$ cat src/rtl/dpc_pkg.sv
// Package for the dual-loop divider configuration register bank
`default_nettype none
package dpc_pkg;
   localparam logic [4:0]  REG_FIRST_PUMP_REF   = 5'h1b;
   localparam logic [4:0]  REG_SECOND_REF_FB    = 5'h1c;
   localparam logic [4:0]  REG_OSC_RANGE_CAL    = 5'h1d;
   localparam logic [4:0]  REG_SECOND_FB        = 5'h1e;
   localparam logic [4:0]  REG_READBACK_CTRL    = 5'h1f;
   localparam logic [4:0]  REG_READBACK_ECHO    = 5'h0c;
   localparam logic [4:0]  RB_RESERVED_A        = 5'h09;
   localparam logic [4:0]  RB_RESERVED_LO       = 5'h10;
   localparam logic [4:0]  RB_RESERVED_HI       = 5'h17;
   // Field positions (lsb)
   localparam int POS_PUMP_POL     = 28;
   localparam int POS_PRE_DIV2     = 24;
   localparam int POS_PRE_DIV1     = 22;
   localparam int POS_PRE_DIV0     = 20;
   localparam int POS_FIRST_REF    = 6;
   localparam int POS_PUMP_HIZ     = 5;
   localparam int POS_SECOND_REF   = 20;
   localparam int POS_FIRST_FB     = 6;
   localparam int POS_OSC_RANGE    = 24;
   localparam int POS_FAST_DET     = 23;
   localparam int POS_CAL_FB       = 5;
   localparam int POS_PRESCALER    = 24;
   localparam int POS_SECOND_FB    = 5;
   localparam int POS_RB_LEVEL     = 21;
   localparam int POS_RB_ADDR      = 16;
   localparam int POS_WRITE_LOCK   = 5;
   localparam int POS_ECHO_ADDR    = 16;
   // Widths
   localparam int W_FIRST_REF  = 14;
   localparam int W_SECOND_REF = 12;
   localparam int W_FIRST_FB   = 14;
   localparam int W_SECOND_FB  = 18;
   localparam int W_RB_ADDR    = 5;
   // Reset values
   localparam logic [31:0] RST_FIRST_PUMP_REF = 32'h0000_0040;
   localparam logic [31:0] RST_SECOND_REF_FB  = 32'h0010_0040;
   localparam logic [31:0] RST_OSC_RANGE_CAL  = 32'h0000_0020;
   localparam logic [31:0] RST_SECOND_FB      = 32'h0000_0020;
   localparam logic [31:0] RST_READBACK_CTRL  = 32'h0000_0000;
   // Calibration length in clock cycles (short stand-in)
   localparam int CAL_CYCLES_DEF = 64;
   // Pump current codes in microamps
   localparam logic [10:0] PUMP_UA_0 = 11'h064;
   localparam logic [10:0] PUMP_UA_1 = 11'h0c8;
   localparam logic [10:0] PUMP_UA_2 = 11'h190;
   localparam logic [10:0] PUMP_UA_3 = 11'h640;
   // Oscillator range codes
   localparam logic [2:0]  OSC_RANGE_RESERVED = 3'h3;
   localparam logic [2:0]  OSC_RANGE_MAX      = 3'h4;

   typedef enum logic [1:0] {
      DPC_IDLE  = 2'b00,
      DPC_SYNC  = 2'b01,
      DPC_CAL   = 2'b11
   } dpc_cal_e;

   // Pre-divider code to ratio 1,2,4,8
   function automatic logic [3:0] dpc_pow2(input logic [1:0] code);
      dpc_pow2 = 4'h1 << code;
   endfunction : dpc_pow2
endpackage : dpc_pkg
`default_nettype wire

$ cat src/rtl/dpc_cal_seq.sv
// Calibration sequencer: sync pulse then timed calibration window
`default_nettype none
module dpc_cal_seq
   import dpc_pkg::*;
#(
   parameter int CAL_CYCLES = CAL_CYCLES_DEF
) (
   input  wire logic clk,
   input  wire logic reset,
   input  wire logic start,
   output logic      cal_busy,
   output logic      sync_pulse
);
   if (CAL_CYCLES < 2 || CAL_CYCLES > 65535) begin : g_bad_cal
      $error("CAL_CYCLES out of range");
   end

   dpc_cal_e    state_q;
   logic [15:0] cnt_q;

   // RULE12: start calibration on write
   always_ff @(posedge clk or posedge reset) begin
      if (reset) begin
         state_q <= DPC_IDLE;
         cnt_q   <= 16'h0000;
      end else begin
         unique case (state_q)
            DPC_IDLE: begin
               if (start) begin
                  state_q <= DPC_SYNC;
               end
            end
            DPC_SYNC: begin
               cnt_q   <= 16'(CAL_CYCLES - 1);
               // Back-to-back writes: sync holds while start stays high, giving one longer pulse
               if (!start) begin
                  state_q <= DPC_CAL;
               end
            end
            DPC_CAL: begin
               // A fresh write restarts the run
               if (start) begin
                  state_q <= DPC_SYNC;
               end else if (cnt_q == 16'h0000) begin
                  state_q <= DPC_IDLE;
               end else begin
                  cnt_q <= cnt_q - 16'h0001;
               end
            end
            default: state_q <= DPC_IDLE;
         endcase
      end
   end

   // RULE13: sync with each run
   assign sync_pulse = (state_q == DPC_SYNC);
   assign cal_busy   = (state_q != DPC_IDLE);
endmodule : dpc_cal_seq
`default_nettype wire

$ cat src/rtl/dpc_regs.sv
// Register bank for the two cascaded loops' divider configuration
//
// Functional notes
// RULE1: polarity bit 0 negative, 1 positive slope
// RULE2: current codes give 100/200/400/1600 uA
// RULE3: hi-z bit set floats the pump
// RULE4: three 2-bit pre-dividers, ratios 1..8
// RULE5: active input's pre-divider feeds reference divider
// RULE6: first reference divider 14 bits, zero reserved
// RULE7: second reference divider 12 bits, zero invalid
// RULE8: host enables doubler when ratio is one
// RULE9: first feedback divider zero is invalid
// RULE10: 3-bit oscillator range feeds calibration
// RULE11: host sets fast detector above 100 MHz
// RULE12: register 30 write starts VCO calibration
// RULE13: each calibration issues a sync event
// RULE14: calibration uses calibration feedback divider
// RULE15: prescaler 0 is 8, 1-2 are 2
// RULE16: second feedback divider 18 bits, zero invalid
// RULE17: readback level sets latch pin level
// RULE18: readback address selects register, some reserved
// RULE19: register 12 readback shows readback address
// RULE20: host ignores upper bits of register 31
// RULE21: write lock refuses writes to 0..30
// RULE22: invalid codes stored, flagged, otherwise harmless
`default_nettype none
module dpc_regs
   import dpc_pkg::*;
#(
   parameter int CAL_CYCLES = CAL_CYCLES_DEF
) (
   input  wire logic        clk,
   input  wire logic        reset,
   // Serial interface after deframing
   input  wire logic        wr_strobe,
   input  wire logic [4:0]  wr_addr,
   input  wire logic [31:0] wr_data,
   input  wire logic [31:0] echo_reg_in,
   input  wire logic [31:0] other_reg_in,
   output logic [31:0]      rd_data,
   output logic [4:0]       rd_addr,
   output logic             rd_valid,
   output logic             rb_latch_level,
   // Loop controls
   input  wire logic [1:0]  active_input,
   input  wire logic        internal_vco_mode,
   output logic             first_loop_pump_polarity,
   output logic [10:0]      first_loop_pump_ua,
   output logic             first_loop_pump_output_en,
   output logic [3:0]       input_pre_ratio,
   output logic [13:0]      first_loop_ref_divider,
   output logic [11:0]      second_loop_ref_divider,
   output logic [13:0]      first_loop_feedback_divider,
   output logic [2:0]       osc_input_freq_range,
   output logic             second_loop_fast_detector,
   output logic [3:0]       second_loop_prescale_ratio,
   output logic [17:0]      second_loop_active_feedback,
   output logic             register_write_lock,
   output logic             cal_busy,
   output logic             sync_event,
   output logic             config_invalid
);
   if (CAL_CYCLES < 2) begin : g_bad_cal
      $error("CAL_CYCLES too small");
   end

   ////////////////////////////////////////////////////////////////////////////
   // Storage
   logic [31:0] pump_ref_q;
   logic [31:0] ref_fb_q;
   logic [31:0] osc_cal_q;
   logic [31:0] second_fb_q;
   logic [31:0] rb_ctrl_q;
   logic        lock_q;
   logic        wr_ok;
   logic        cal_start;

   // RULE21: lock gates writes below 31
   assign wr_ok = wr_strobe && (!lock_q || wr_addr == REG_READBACK_CTRL);

   // RULE22: any code is stored as written
   always_ff @(posedge clk or posedge reset) begin
      if (reset) begin
         pump_ref_q  <= RST_FIRST_PUMP_REF;
         ref_fb_q    <= RST_SECOND_REF_FB;
         osc_cal_q   <= RST_OSC_RANGE_CAL;
         second_fb_q <= RST_SECOND_FB;
      end else if (wr_ok) begin
         unique case (wr_addr)
            REG_FIRST_PUMP_REF: pump_ref_q  <= wr_data;
            REG_SECOND_REF_FB:  ref_fb_q    <= wr_data;
            REG_OSC_RANGE_CAL:  osc_cal_q   <= wr_data;
            REG_SECOND_FB:      second_fb_q <= wr_data;
            default: ;
         endcase
      end
   end

   always_ff @(posedge clk or posedge reset) begin
      if (reset) begin
         rb_ctrl_q <= RST_READBACK_CTRL;
         lock_q    <= 1'b0;
      end else if (wr_strobe && wr_addr == REG_READBACK_CTRL) begin
         rb_ctrl_q <= wr_data;
         lock_q    <= wr_data[POS_WRITE_LOCK];
      end
   end
   assign register_write_lock = lock_q;

   ////////////////////////////////////////////////////////////////////////////
   // Decoded controls
   logic [1:0] pump_code;
   logic [1:0] pre_code;
   assign pump_code = pump_ref_q[27:26];

   // RULE1: polarity straight from bit
   assign first_loop_pump_polarity = pump_ref_q[POS_PUMP_POL];

   // RULE2: current code mapping
   always_comb begin
      unique case (pump_code)
         2'h0: first_loop_pump_ua = PUMP_UA_0;
         2'h1: first_loop_pump_ua = PUMP_UA_1;
         2'h2: first_loop_pump_ua = PUMP_UA_2;
         2'h3: first_loop_pump_ua = PUMP_UA_3;
      endcase
   end

   // RULE3: hi-z overrides current code
   assign first_loop_pump_output_en = !pump_ref_q[POS_PUMP_HIZ];

   // RULE5: active input picks pre-divider
   always_comb begin
      unique case (active_input)
         2'h2:    pre_code = pump_ref_q[POS_PRE_DIV2 +: 2];
         2'h1:    pre_code = pump_ref_q[POS_PRE_DIV1 +: 2];
         default: pre_code = pump_ref_q[POS_PRE_DIV0 +: 2];
      endcase
   end
   // RULE4: ratio is two to the code
   assign input_pre_ratio = dpc_pow2(pre_code);

   // RULE6: 14-bit first reference divider
   assign first_loop_ref_divider      = pump_ref_q[POS_FIRST_REF +: W_FIRST_REF];
   // RULE7: 12-bit second reference divider
   assign second_loop_ref_divider     = ref_fb_q[POS_SECOND_REF +: W_SECOND_REF];
   // RULE9: first feedback divider field
   assign first_loop_feedback_divider = ref_fb_q[POS_FIRST_FB +: W_FIRST_FB];
   // RULE10: range code to calibration
   assign osc_input_freq_range        = osc_cal_q[POS_OSC_RANGE +: 3];
   assign second_loop_fast_detector   = osc_cal_q[POS_FAST_DET];

   // RULE15: prescaler ratio mapping
   always_comb begin
      unique case (second_fb_q[POS_PRESCALER +: 3])
         3'h0:       second_loop_prescale_ratio = 4'h8;
         3'h1, 3'h2: second_loop_prescale_ratio = 4'h2;
         default:    second_loop_prescale_ratio = {1'b0, second_fb_q[POS_PRESCALER +: 3]};
      endcase
   end

   // RULE6: flag zero dividers as invalid
   // RULE16: second feedback zero is invalid
   assign config_invalid = (first_loop_ref_divider == 14'h0000)
                        || (second_loop_ref_divider == 12'h000)
                        || (first_loop_feedback_divider == 14'h0000)
                        || (second_fb_q[POS_SECOND_FB +: W_SECOND_FB] == 18'h00000)
                        || (osc_cal_q[POS_CAL_FB +: W_SECOND_FB] == 18'h00000)
                        || (osc_input_freq_range == OSC_RANGE_RESERVED)
                        || (osc_input_freq_range > OSC_RANGE_MAX);

   ////////////////////////////////////////////////////////////////////////////
   // Calibration
   // RULE12: register 30 write in VCO mode
   assign cal_start = wr_ok && wr_addr == REG_SECOND_FB && internal_vco_mode;

   dpc_cal_seq #(
      .CAL_CYCLES (CAL_CYCLES)
   ) u_cal (
      .clk        (clk),
      .reset      (reset),
      .start      (cal_start),
      .cal_busy   (cal_busy),
      .sync_pulse (sync_event)
   );

   // RULE14: substitute calibration divider while busy
   assign second_loop_active_feedback = cal_busy ? osc_cal_q[POS_CAL_FB +: W_SECOND_FB]
                                                 : second_fb_q[POS_SECOND_FB +: W_SECOND_FB];

   ////////////////////////////////////////////////////////////////////////////
   // Readback
   logic [4:0]  rb_addr;
   logic [31:0] rb_word;
   logic        rb_reserved;
   assign rb_addr = rb_ctrl_q[POS_RB_ADDR +: W_RB_ADDR];
   // RULE17: latch level presented to framer
   assign rb_latch_level = rb_ctrl_q[POS_RB_LEVEL];
   // RULE18: reserved addresses return zero
   assign rb_reserved = (rb_addr == RB_RESERVED_A)
                     || (rb_addr >= RB_RESERVED_LO && rb_addr <= RB_RESERVED_HI);
   assign rd_addr = rb_addr;

   always_comb begin
      rb_word = 32'h0000_0000;
      if (!rb_reserved) begin
         unique case (rb_addr)
            REG_FIRST_PUMP_REF: rb_word = pump_ref_q;
            REG_SECOND_REF_FB:  rb_word = ref_fb_q;
            REG_OSC_RANGE_CAL:  rb_word = osc_cal_q;
            REG_SECOND_FB:      rb_word = second_fb_q;
            REG_READBACK_CTRL:  rb_word = rb_ctrl_q;
            // RULE19: echo readback address in register 12
            REG_READBACK_ECHO: begin
               rb_word = echo_reg_in;
               rb_word[POS_ECHO_ADDR +: W_RB_ADDR] = rb_addr;
            end
            default:            rb_word = other_reg_in;
         endcase
      end
   end

   // Registered so the framer sees a stable word
   always_ff @(posedge clk or posedge reset) begin
      if (reset) begin
         rd_data  <= 32'h0000_0000;
         rd_valid <= 1'b0;
      end else begin
         rd_data  <= rb_word;
         rd_valid <= !rb_reserved;
      end
   end
endmodule : dpc_regs
`default_nettype wire

$ cat config.mk
export PLATFORM = sky130hd
export DESIGN_NAME = dpc_regs
export DESIGN_NICKNAME = d
export VERILOG_FILES = /design/src/rtl/dpc_pkg.sv /design/src/rtl/dpc_cal_seq.sv /design/src/rtl/dpc_regs.sv
export SDC_FILE = /design/constraint.sdc
export NUM_CORES = 1
export LEC_CHECK = 0
export BUFFER_PORTS_ARGS = -buffer_cell sky130_fd_sc_hd__buf_2
export CELL_PAD_IN_SITES_DETAIL_PLACEMENT = 1
export CELL_PAD_IN_SITES_GLOBAL_PLACEMENT = 1
export CORE_UTILIZATION = 43
export CTS_CLUSTER_SIZE = 16
export DETAILED_ROUTE_END_ITERATION = 8
export PLACE_DENSITY_LB_ADDON = 0.1
export REMOVE_ABC_BUFFERS = 1
export SLEW_MARGIN = 20
export SYNTH_ARGS = -nofsm -noshare
export SYNTH_HDL_FRONTEND = slang
export SYNTH_SLANG_ARGS = --single-unit
$ cat constraint.sdc
create_clock -name clk -period 8.1 [get_ports clk]
set_input_delay 0.405 -clock clk [delete_from_list [all_inputs] [get_ports clk]]
set_output_delay 0.405 -clock clk [all_outputs]
set_load 0.02 [all_outputs]
# Word-level counts from Yosys, hierarchy flattened
# Index checks and enable logic that the tools add are counted.
# totals
reg_bits,212
word_cells,90
out_inout_bits,126
inputBits,107
# op_classes
n_addsub,1
n_lt_le_gt_ge,3
n_shift,1
reduce_logical,34
mux,14
eq_ne,27
# op_table
operator,count
$pmux W32 S6,1
$eq A5 B5 Y1 const B,10
$pmux W11 S4,1
$logic_not A18 Y1,2
$mux W16,2
$mux W32,1
$pmux W16 S2,1
$logic_not A14 Y1,2
$mux W18,1
$logic_not A16 Y1,1
$sub A16 B1 Y16 const B,1
$logic_not A12 Y1,1
$eq A5 B4 Y1 const B,2
$eq A2 B2 Y1 const B,4
$logic_or A1 B1 Y1,8
$mux W2,4
$pmux W4 S2,1
$reduce_and A2 Y1,4
$eq A2 B1 Y1 const B,3
$eq A3 B2 Y1 const B,2
$ne A2 B2 Y1 const B,3
$pmux W2 S3,1
$reduce_and A3 Y1,2
$ge A5 B5 Y1 const B,1
other kinds (13),21

# Depth between registers and ports, before layout
# Gate-level depths: netlist of run 1.
# depth
word_depth,7
mapped_depth,8
depth_no_buf,6

# Hierarchy
# Synthesis of run 1 repeated with hierarchy kept, for this count alone.
# unflattened
cells_unflattened,902
area_unflattened_um2,10705.3
# modules_own_cells
mod,instances,seq_area_each_um2,cells_per_inst,area_per_inst_um2
dpc_regs,1,4835.9,780,9629.2
dpc_cal_seq,1,450.4,122,1076.0

# Least setup slack after synthesis of run 1
# Ideal clock, no wire load.
# synth_path
path_type,register to output
start,register u_cal.state_q[0]
end,output second_loop_active_feedback[10]
stages_incl_launch_ff,6
path_buffers,2
setup_slack_ns,6.222
required_ns,7.695
arrival_ns,1.473
path_cell_list,dfrtp_1 > nor2_1 > clkbuf_1 > clkbuf_1 > nand2_1 > o21ai_0
# synth_between
elab_chain_cells,2
# synth_lines
item,line,rtl
"start, declared",dpc_cal_seq.sv:18,dpc_cal_e state_q;
"start signal, assigned",dpc_cal_seq.sv:24,state_q <= DPC_IDLE;
"start signal, assigned",dpc_cal_seq.sv:30,state_q <= DPC_SYNC;
"start signal, assigned",dpc_cal_seq.sv:37,state_q <= DPC_CAL;
$reduce_bool A2 Y1,dpc_cal_seq.sv:57,assign cal_busy = (state_q != DPC_IDLE);
$mux W18,dpc_regs.sv:188,assign second_loop_active_feedback = cal_busy ? osc_cal_q[POS_CAL_FB +: W_SECOND_FB]
"end, declared",dpc_regs.sv:57,"output logic [17:0] second_loop_active_feedback,"
# No other way between the ends.

# Worst setup path in the final report of run 1
# layout_path
start,register rb_ctrl_q[20]
end,register rd_data[30]
# layout_between
elab_chain_cells,4
word_cells_on_any_way,13
cone_classes,order compare: 2; eq/ne: 7; mux: 2; reduce/logical: 2
# layout_lines
item,line,rtl
"start, declared",dpc_regs.sv:73,logic [31:0] rb_ctrl_q;
"start signal, assigned",dpc_regs.sv:104,rb_ctrl_q <= wr_data;
$ge A5 B5 Y1 / $le A5 B5 Y1 (equally long branches),dpc_regs.sv:201,|| (rb_addr >= RB_RESERVED_LO && rb_addr <= RB_RESERVED_HI);
$logic_and A1 B1 Y1,dpc_regs.sv:201,
$logic_or A1 B1 Y1,dpc_regs.sv:201,
$mux W32 *,dpc_regs.sv:206,if (!rb_reserved) begin
named net rb_word[30],dpc_regs.sv:194,logic [31:0] rb_word;
"end signal, assigned",dpc_regs.sv:229,rd_data <= rb_word;
"end, declared",dpc_regs.sv:40,"output logic [31:0] rd_data,"
# The timed path passes the listed nets; every way through them passes the cells marked *.
# A chain may end at the register's enable or synchronous reset.

==> results.md, run 1 <==
* Status: completed
* Share of cells above drive strength 1 at 0.3736
* P_int at 2.260 mW
* Final WS setup at 4.402 ns
* Placer Congestion at ~0.8
* Global-route wire length before repair at approximately 56000 microns
* Post-synthesis register bit count at 211
* XOR/XNOR Fraction of Synth Area at 0
* Clk sinks at 211
* Combinational share of power at 0.252
* H-tree levels at 1
* Clk_lat worst skew at roughly 0.55 ns
* Mapped Cells at approximately 980
* Synth area leaders: dfrtp_1, mux2_2, mux2_1, buf_4, nor3_1
* Synth async-reset ratio at 1.000
* Hold crit path type: input port to flop
* Post-DRT Antenna Nets at 0
* Hold Path End: osc_cal_q[3]
* FF-to-FF setup slack at 4.40 ns
* Most common cell in the netlist: dfrtp_1
* CTS buffer count at 24
* Via count at 8670
* Worst R2R Start: rb_ctrl_q[20]
* CP Launch Type: flop
* Clock transition at path regs at 0.06 ns
* Initial DRC count at 509
* Vias in the first global route at 9176
* Clk network pwr share at 0.317
* Worst vdd ir at 0.1549 mV
* Site Rows at 58
* Mapped cell area at 10940 sq um
* Worst-path maximum fanout at 46
* Yosys top cell area share at 0.4712
* Yosys warning total at 0
* Area Growth Syn to Fin at 16.87%
* Total congestion overflow at 0
* Post-synthesis simple-gate area fraction at 0.1204
* Deepest clock path buffer count at 3
* Leak at 5.701 nW
* Sequential share of power at 0.432
* Post-synthesis adder-cell area fraction at 0.01121
* Final nets at 1241
* Compound-Gate Fraction of Synth Area at 0.1211
* Switching share of power at 0.3544
* Pre-Repair DR Iteration Count at 6
* Die width at 161.5 microns
* Post-synth cell types at 63
* CP endpoint kind: flop
* RSZ-0062 raised after global routing: no
* Psw at around 1.2 mW
* Min Tclk post-route at around 3.7 ns
* Total of max-cap violations at 0
* Final hold viol count at 0
* Worst endpoint required time at 8.55 ns
* Maximum number of pins on one net before global-route repair at 74
* Synth cell count leaders: dfrtp_1, mux2_2, inv_1
* Critical R2R Capture: rd_data[30]
* I/O pin count at 233
* WL/cell at 24.55 microns
* Final Setup Violations at 0
* Post-synth top area cell: dfrtp_1
* Number of synthesized flops with an enable pin at 0
* Setup TNS at 0 ns
* Die Footprint at 26090 sq um
* Fill cells at 2763
* Setup CP Type: flop to flop
* Core outline area at 25040 sq um
* Ys flop type: dfrtp_1
* Worst R2R Path Depth at 5
* Post-synthesis mux area share at 0.1757
* Post-synthesis sequential area ratio at 0.4832
* Initial Utilization at 0.4370
* Via-to-Cell Ratio at between 5 and 6
* Hold path depth at 2
* Residual DRC at 0
* Max Slew Vio Count at 0
* Clock skew at 0.02921 ns
* Worst-Margin Slew at 1.023 ns
* GRT Total Usage at 0.2820
* Input/output buffers at 225
* Critical Path AT at 4.15 ns
* Avg Cell Area, Syn at between 10 and 15 sq um
* Fmax at 0.2704 GHz
* CTS root buf: clkbuf_16
* DPL Wire Length at 23110 microns
* Final wirelength at approximately 36000 microns
* Pre-CTS setup slack at 4.460 ns
* Post-layout power at 3.501 mW
* Initial antenna violation count at 3
* Pwr/cell area at 273.8 nW/um^2
* Final worst-path cycle share at 0.4565
* Critical hold path startpoint: wr_data[3]
* Largest family of logic cells by synthesized area: multiplexers
* Die height at 161.5 microns
* Relative slew slack at 0.3180
* CTS tree: built
==> cells in the final DEF, fill, tap and decap left out, drive strengths merged, types with 27 or more instances in the layout <==
cell,synthesis,layout
a22oi,29,29
buf,93,242
dfrtp,206,206
inv,66,66
a21oi,39,39
mux2,168,168
clkbuf,27,34
nor3b,30,30
a2111oi,27,27
nor3,64,64
a311oi,32,32
==> stage by stage <==
| step | cells | hold slack (ns) | util | cell area [sq um] |
|---|---|---|---|---|
| 6_report | 1475 | 0.1269 | 0.5107 | 12790 |
| 5_1_grt | 1473 | 0.1382 | 0.5105 | 12780 |
| 4_1_cts | 1473 | 0.1152 | 0.5105 | 12780 |
| 3_5_place_dp | 1428 | 0.4751 | 0.4780 | 11970 |
| 3_3_place_gp | 1428 | 0.4671 | 0.4780 | 11970 |
| 2_1_floorplan | 856 | 0.4538 | - | 10230 |
==> flip-flops by register name (all words and copies together), names as in the netlist <==
register,flops
second_fb_q,32
rd_valid,1
ref_fb_q,32
rd_data,32
osc_cal_q,32
u_cal.cnt_q,16
pump_ref_q,32
rb_ctrl_q,32
u_cal.state_q,2
==> how the worst max path moves through the flow <==
stage,start,end,slack (ns),cells past startpoint
detailed placement,rb_ctrl_q[20],rd_data[3],4.46,5
floorplan,reset,osc_cal_q[0],1.94,1
global placement,rb_ctrl_q[20],rd_data[3],4.46,5
CTS,rb_ctrl_q[20],rd_data[3],4.44,5
finish,rb_ctrl_q[20],rd_data[30],4.40,5
global route,rb_ctrl_q[20],rd_data[0],4.27,5
==> final cells by class <==
cell class / count / area [sq um] / share of cell area
timing repair buffer: 243 / 1264 / 0.09884
tap: 330 / 412.9 / 0.03229
sequential: 211 / 5289 / 0.4136
inverter: 66 / 255.2 / 0.01996
clock inverter: 10 / 135.1 / 0.01057
clock buffer: 34 / 668.1 / 0.05226
multi-input combinational: 579 / 4757 / 0.3721
antenna: 2 / 5.005 / 0.0003914
==> kinds of logic after synthesis <==
logic type,count (synthesis)
and+or+nand+nor,214
DFF,211
buffers and inverters,186
AOI/OAI and AO/OA,182
muxes,171
adders and majority gates,10
other,1
==> power groups by stage <==
stage                     sequential, mW  combinational, mW  clock [mW]
final                               1.51              0.881        1.11
after global routing                1.54              0.953        1.17
after CTS                           1.51              0.889        1.12
after detailed placement            1.53              0.884           0
after global placement              1.52              0.861           0
after floorplan                     1.57              0.440           0
==> worst max-delay path, cell delays in order, from the launching register on <==
cell      delay [ns]
dfrtp_2         1.04
nand3_4         0.70
nor3b_4         0.92
buf_4           0.43
a22oi_1         0.16
a311oi_1        0.31
==> metal layers <==
layer | vias up | global-route usage | part of all wire
li1 | 3865 | - | -
met1 | 4453 | 0.3683 | 0.43
met2 | 284 | 0.4751 | 0.48
met3 | 66 | 0.04931 | 0.058
met4 | 2 | 0.08919 | 0.028
met5 | - | 0 | 0.00036
==> what timing repair did <==
item	CTS	global route
buffers inserted	0	0
hold endpoints to repair	63	0
gates resized for setup	0	0
hold buffers	1	0
No activity file was read; power rests on OpenSTA's default activity.
==> run 2, diff against run 1 <==
- ABC_AREA: not set -> 1
- CORE_UTILIZATION: 43 -> 40
- clock period: 8.1 -> 3.45 ns (I/O delays scaled with it)
==> results.md, run 2 <==
* Number of synthesized flops with an enable pin at 0
* Mapped cell area at 11370 sq um
* Fmax at 0.3812 GHz
* Yosys warning total at 0
* Clk_lat worst skew at 0.54 ns
* Die height at around 170 microns
* Worst vdd ir at 0.3248 mV
* Core outline area at between 20000 and 30000 sq um
* Mapped Cells at 1554
* Post-synthesis sequential area ratio at 0.4648
* Input/output buffers at 225
* Worst endpoint required time at 3.90 ns
* Ant diodes at 0
* Global-route wire length before repair at 62500 microns
* Critical Path AT at 3.07 ns
* Pwr/cell area at 634.0 nW/um^2
* Clk sinks at around 210
* P_int at 5.531 mW
* Cell area after placement at between 10000 and 15000 sq um
* Ys flop type: dfrtp_1
* Placed Cells at 2039
* Max Slew Vio Count at 0
* Vias in the first global route at 11480
* Multi-input logic area at 4697 sq um
* Synth area leaders: dfrtp_1, nand2_1, o21ai_0, inv_1, nor2_1
* CP max stage delay at 0.68 ns
* Relative slew slack at 0.4102
* Switching share of power at 0.3724
* Most frequent cells in the layout: nand2_1, o21ai_0, buf_2
* Die Footprint at 29110 sq um
* Initial DRC count at ~760
* Via count at 11070
* Worst R2R Path Depth at 8
* Final hold viol count at 0
* Final wirelength at approximately 40000 microns
* Pre-Repair DR Iteration Count at 5
* Deepest clock path buffer count at 3
* Share of cells above drive strength 1 at 0.1830
* RSZ-0062 raised after global routing: no
* Area Growth Syn to Fin at 22.22%
* Worst R2R Start: rb_ctrl_q[19]
* Combinational share of power at 0.290
* WL/cell at 18.64 microns
* CP endpoint kind: flop
* Hold buffers post-CTS at 50
* Final worst-path cycle share at 0.7604
* Psw at 3.282 mW
* Residual DRC at 0
* PostCTS Resize Cnt at 0
* Maximum number of pins on one net before global-route repair at 116
* Initial antenna violation count at 0
* Die width at 170.6 microns
* Placer Congestion at roughly 0.84
* Total congestion overflow at 0
* FF-to-FF setup slack at 0.83 ns
* Commonest non-fill, non-tap cell in the layout: nand2_1
* CP Cell Sequence: nand2_1 > inv_2 > nand3_2 > nand2_1 > nor3b_4 > buf_4 > nor2_1 > nor2_1
* Post-synthesis register bit count at 211
* CTS buffer count at 26
* Initial Utilization at 0.4083
* Synth cell count leaders: nand2_1, o21ai_0, dfrtp_1
* Post-synth cell types at 30
* CTS root buf: clkbuf_16
* I/O pin count at ~230
* Post-synth top area cell: dfrtp_1
* Fill cells at around 3600
* Final Setup Violations at 0
* Final instance count without filler cells at 2138
* Synth async-reset ratio at 1.000
* Post-DRT Antenna Nets at 0
* Total of max-cap violations at 0
* GRT Total Usage at 0.2782
* Clock skew at between 0.02 and 0.025 ns
* Bufs and invs on worst path at 2
* Sequential share of power at 0.383
* Clk network pwr share at 0.327
* Site Rows at just over 60
* Critical R2R Capture: rd_data[10]
* Worst-path maximum fanout at 23
* Clock transition at path regs at 0.06 ns
* Hold Path End: rd_data[22]
* Status: completed
* Final core area utilization at 0.4990
* Worst-Margin Slew at 0.8838 ns
* Yosys top cell area share at 0.4532
* Seq. cell area at 5288 sq um
* Via-to-Cell Ratio at 5.175
* Min Tclk post-route at 2.623 ns
* H-tree levels at 1
* Worst path slowest cell: nor3b_4
* Setup Buffers After CTS at 0
* Hold crit path type: input port to flop
* Leak at 7.415 nW
* Avg Cell Area, Syn at approximately 7.3 sq um
* Critical hold path startpoint: other_reg_in[22]
* CP Launch Type: flop
* Most common cell in the netlist: nand2_1
* Final nets at 1856
* Setup CP Type: flop to flop
* CP top delay family: simple AND/OR/NAND/NOR gates
* CTS tree: built
* DPL Wire Length at between 20000 and 30000 microns
* Post-Layout Inst Area at approximately 14000 sq um
* Hold path depth at 5
run 2: changes by cell type after synthesis, sizes merged, moves of 29 or more:
| cell | before | now |
|---|---|---|
| mux2 | 168 | 0 |
| a311oi | 32 | 0 |
| a22oi | 29 | 0 |
| clkbuf | 27 | 56 |
| nor2 | 18 | 161 |
| nor3 | 64 | 8 |
| nand2 | 25 | 384 |
| o21ai | 16 | 243 |
| nand4 | 7 | 69 |
| inv | 66 | 188 |
| nand3 | 12 | 118 |
| a21oi | 39 | 4 |
run 2: tightest hold or removal path: stages:
cell and delay (ns):
buf_2 0.09, inv_1 0.05, nand4_1 0.08, nand2_1 0.07, nor2_1 0.04
run 2: worst max-delay path by stage:
stage,startpoint,slack (ns),endpoint,cells after the start
2_1_floorplan,reset,-2.48,osc_cal_q[0],1
3_3_place_gp,rb_ctrl_q[19],0.96,rd_data[16],8
3_5_place_dp,rb_ctrl_q[19],0.86,rd_data[24],8
4_1_cts,u_cal.state_q[1],0.82,second_loop_active_feedback[1],4
5_1_grt,rb_ctrl_q[19],0.64,rd_data[24],8
6_report,rb_ctrl_q[19],0.83,rd_data[10],8
run 2: layout make-up:
type                    instances  area share
clock buffers                  37     0.05563
clock inverters                11    0.009541
inverters                     188     0.05131
multi-input cells            1016      0.3379
flip-flops and latches        211      0.3804
well taps                     378     0.03402
repair buffers                297      0.1312
run 2: cell families after synthesis:
group,count (synthesis),synth area share
AO/OA/AOI/OAI,253,0.1125
XOR/XNOR,2,0.001540
adder cells (fa/ha/maj),9,0.009901
buffers and inverters,328,0.1289
flip-flops,211,0.4648
other,1,0.0003297
AND/OR/NAND/NOR,750,0.2820
run 2: per-stage QoR:
| step | TNS, ns | setup WS, ns | total power [mW] | hold WS [ns] |
|---|---|---|---|---|
| after global routing | 0 | 0.6411 | 9.291 | 0.01613 |
| after detailed placement | 0 | 0.8578 | 5.889 | 0.4065 |
| after floorplan | -532.41 | -2.480 | 4.811 | 0.3386 |
| after CTS | 0 | 0.8206 | 8.842 | 0.002482 |
| after global placement | 0 | 0.9616 | 5.803 | 0.4053 |
| final | 0 | 0.8266 | 8.813 | 0.008121 |
run 2: routing by layer:
layer / track usage / vias to the layer above / wire length [microns]
met5: 0 / - / 0
met4: 0.06463 / 0 / 721
met3: 0.03377 / 47 / 1852
met2: 0.4831 / 255 / 19370
met1: 0.3684 / 5475 / 17910
li1: - / 5288 / -
run 2: power groups by stage:
| stage | sequential, mW | combinational (mW) | clock, mW |
|---|---|---|---|
| floorplan | 3.57 | 1.24 | 0 |
| global placement | 3.39 | 2.41 | 0 |
| detailed placement | 3.40 | 2.48 | 0 |
| CTS | 3.37 | 2.54 | 2.93 |
| global route | 3.44 | 2.82 | 3.03 |
| finish | 3.38 | 2.55 | 2.88 |
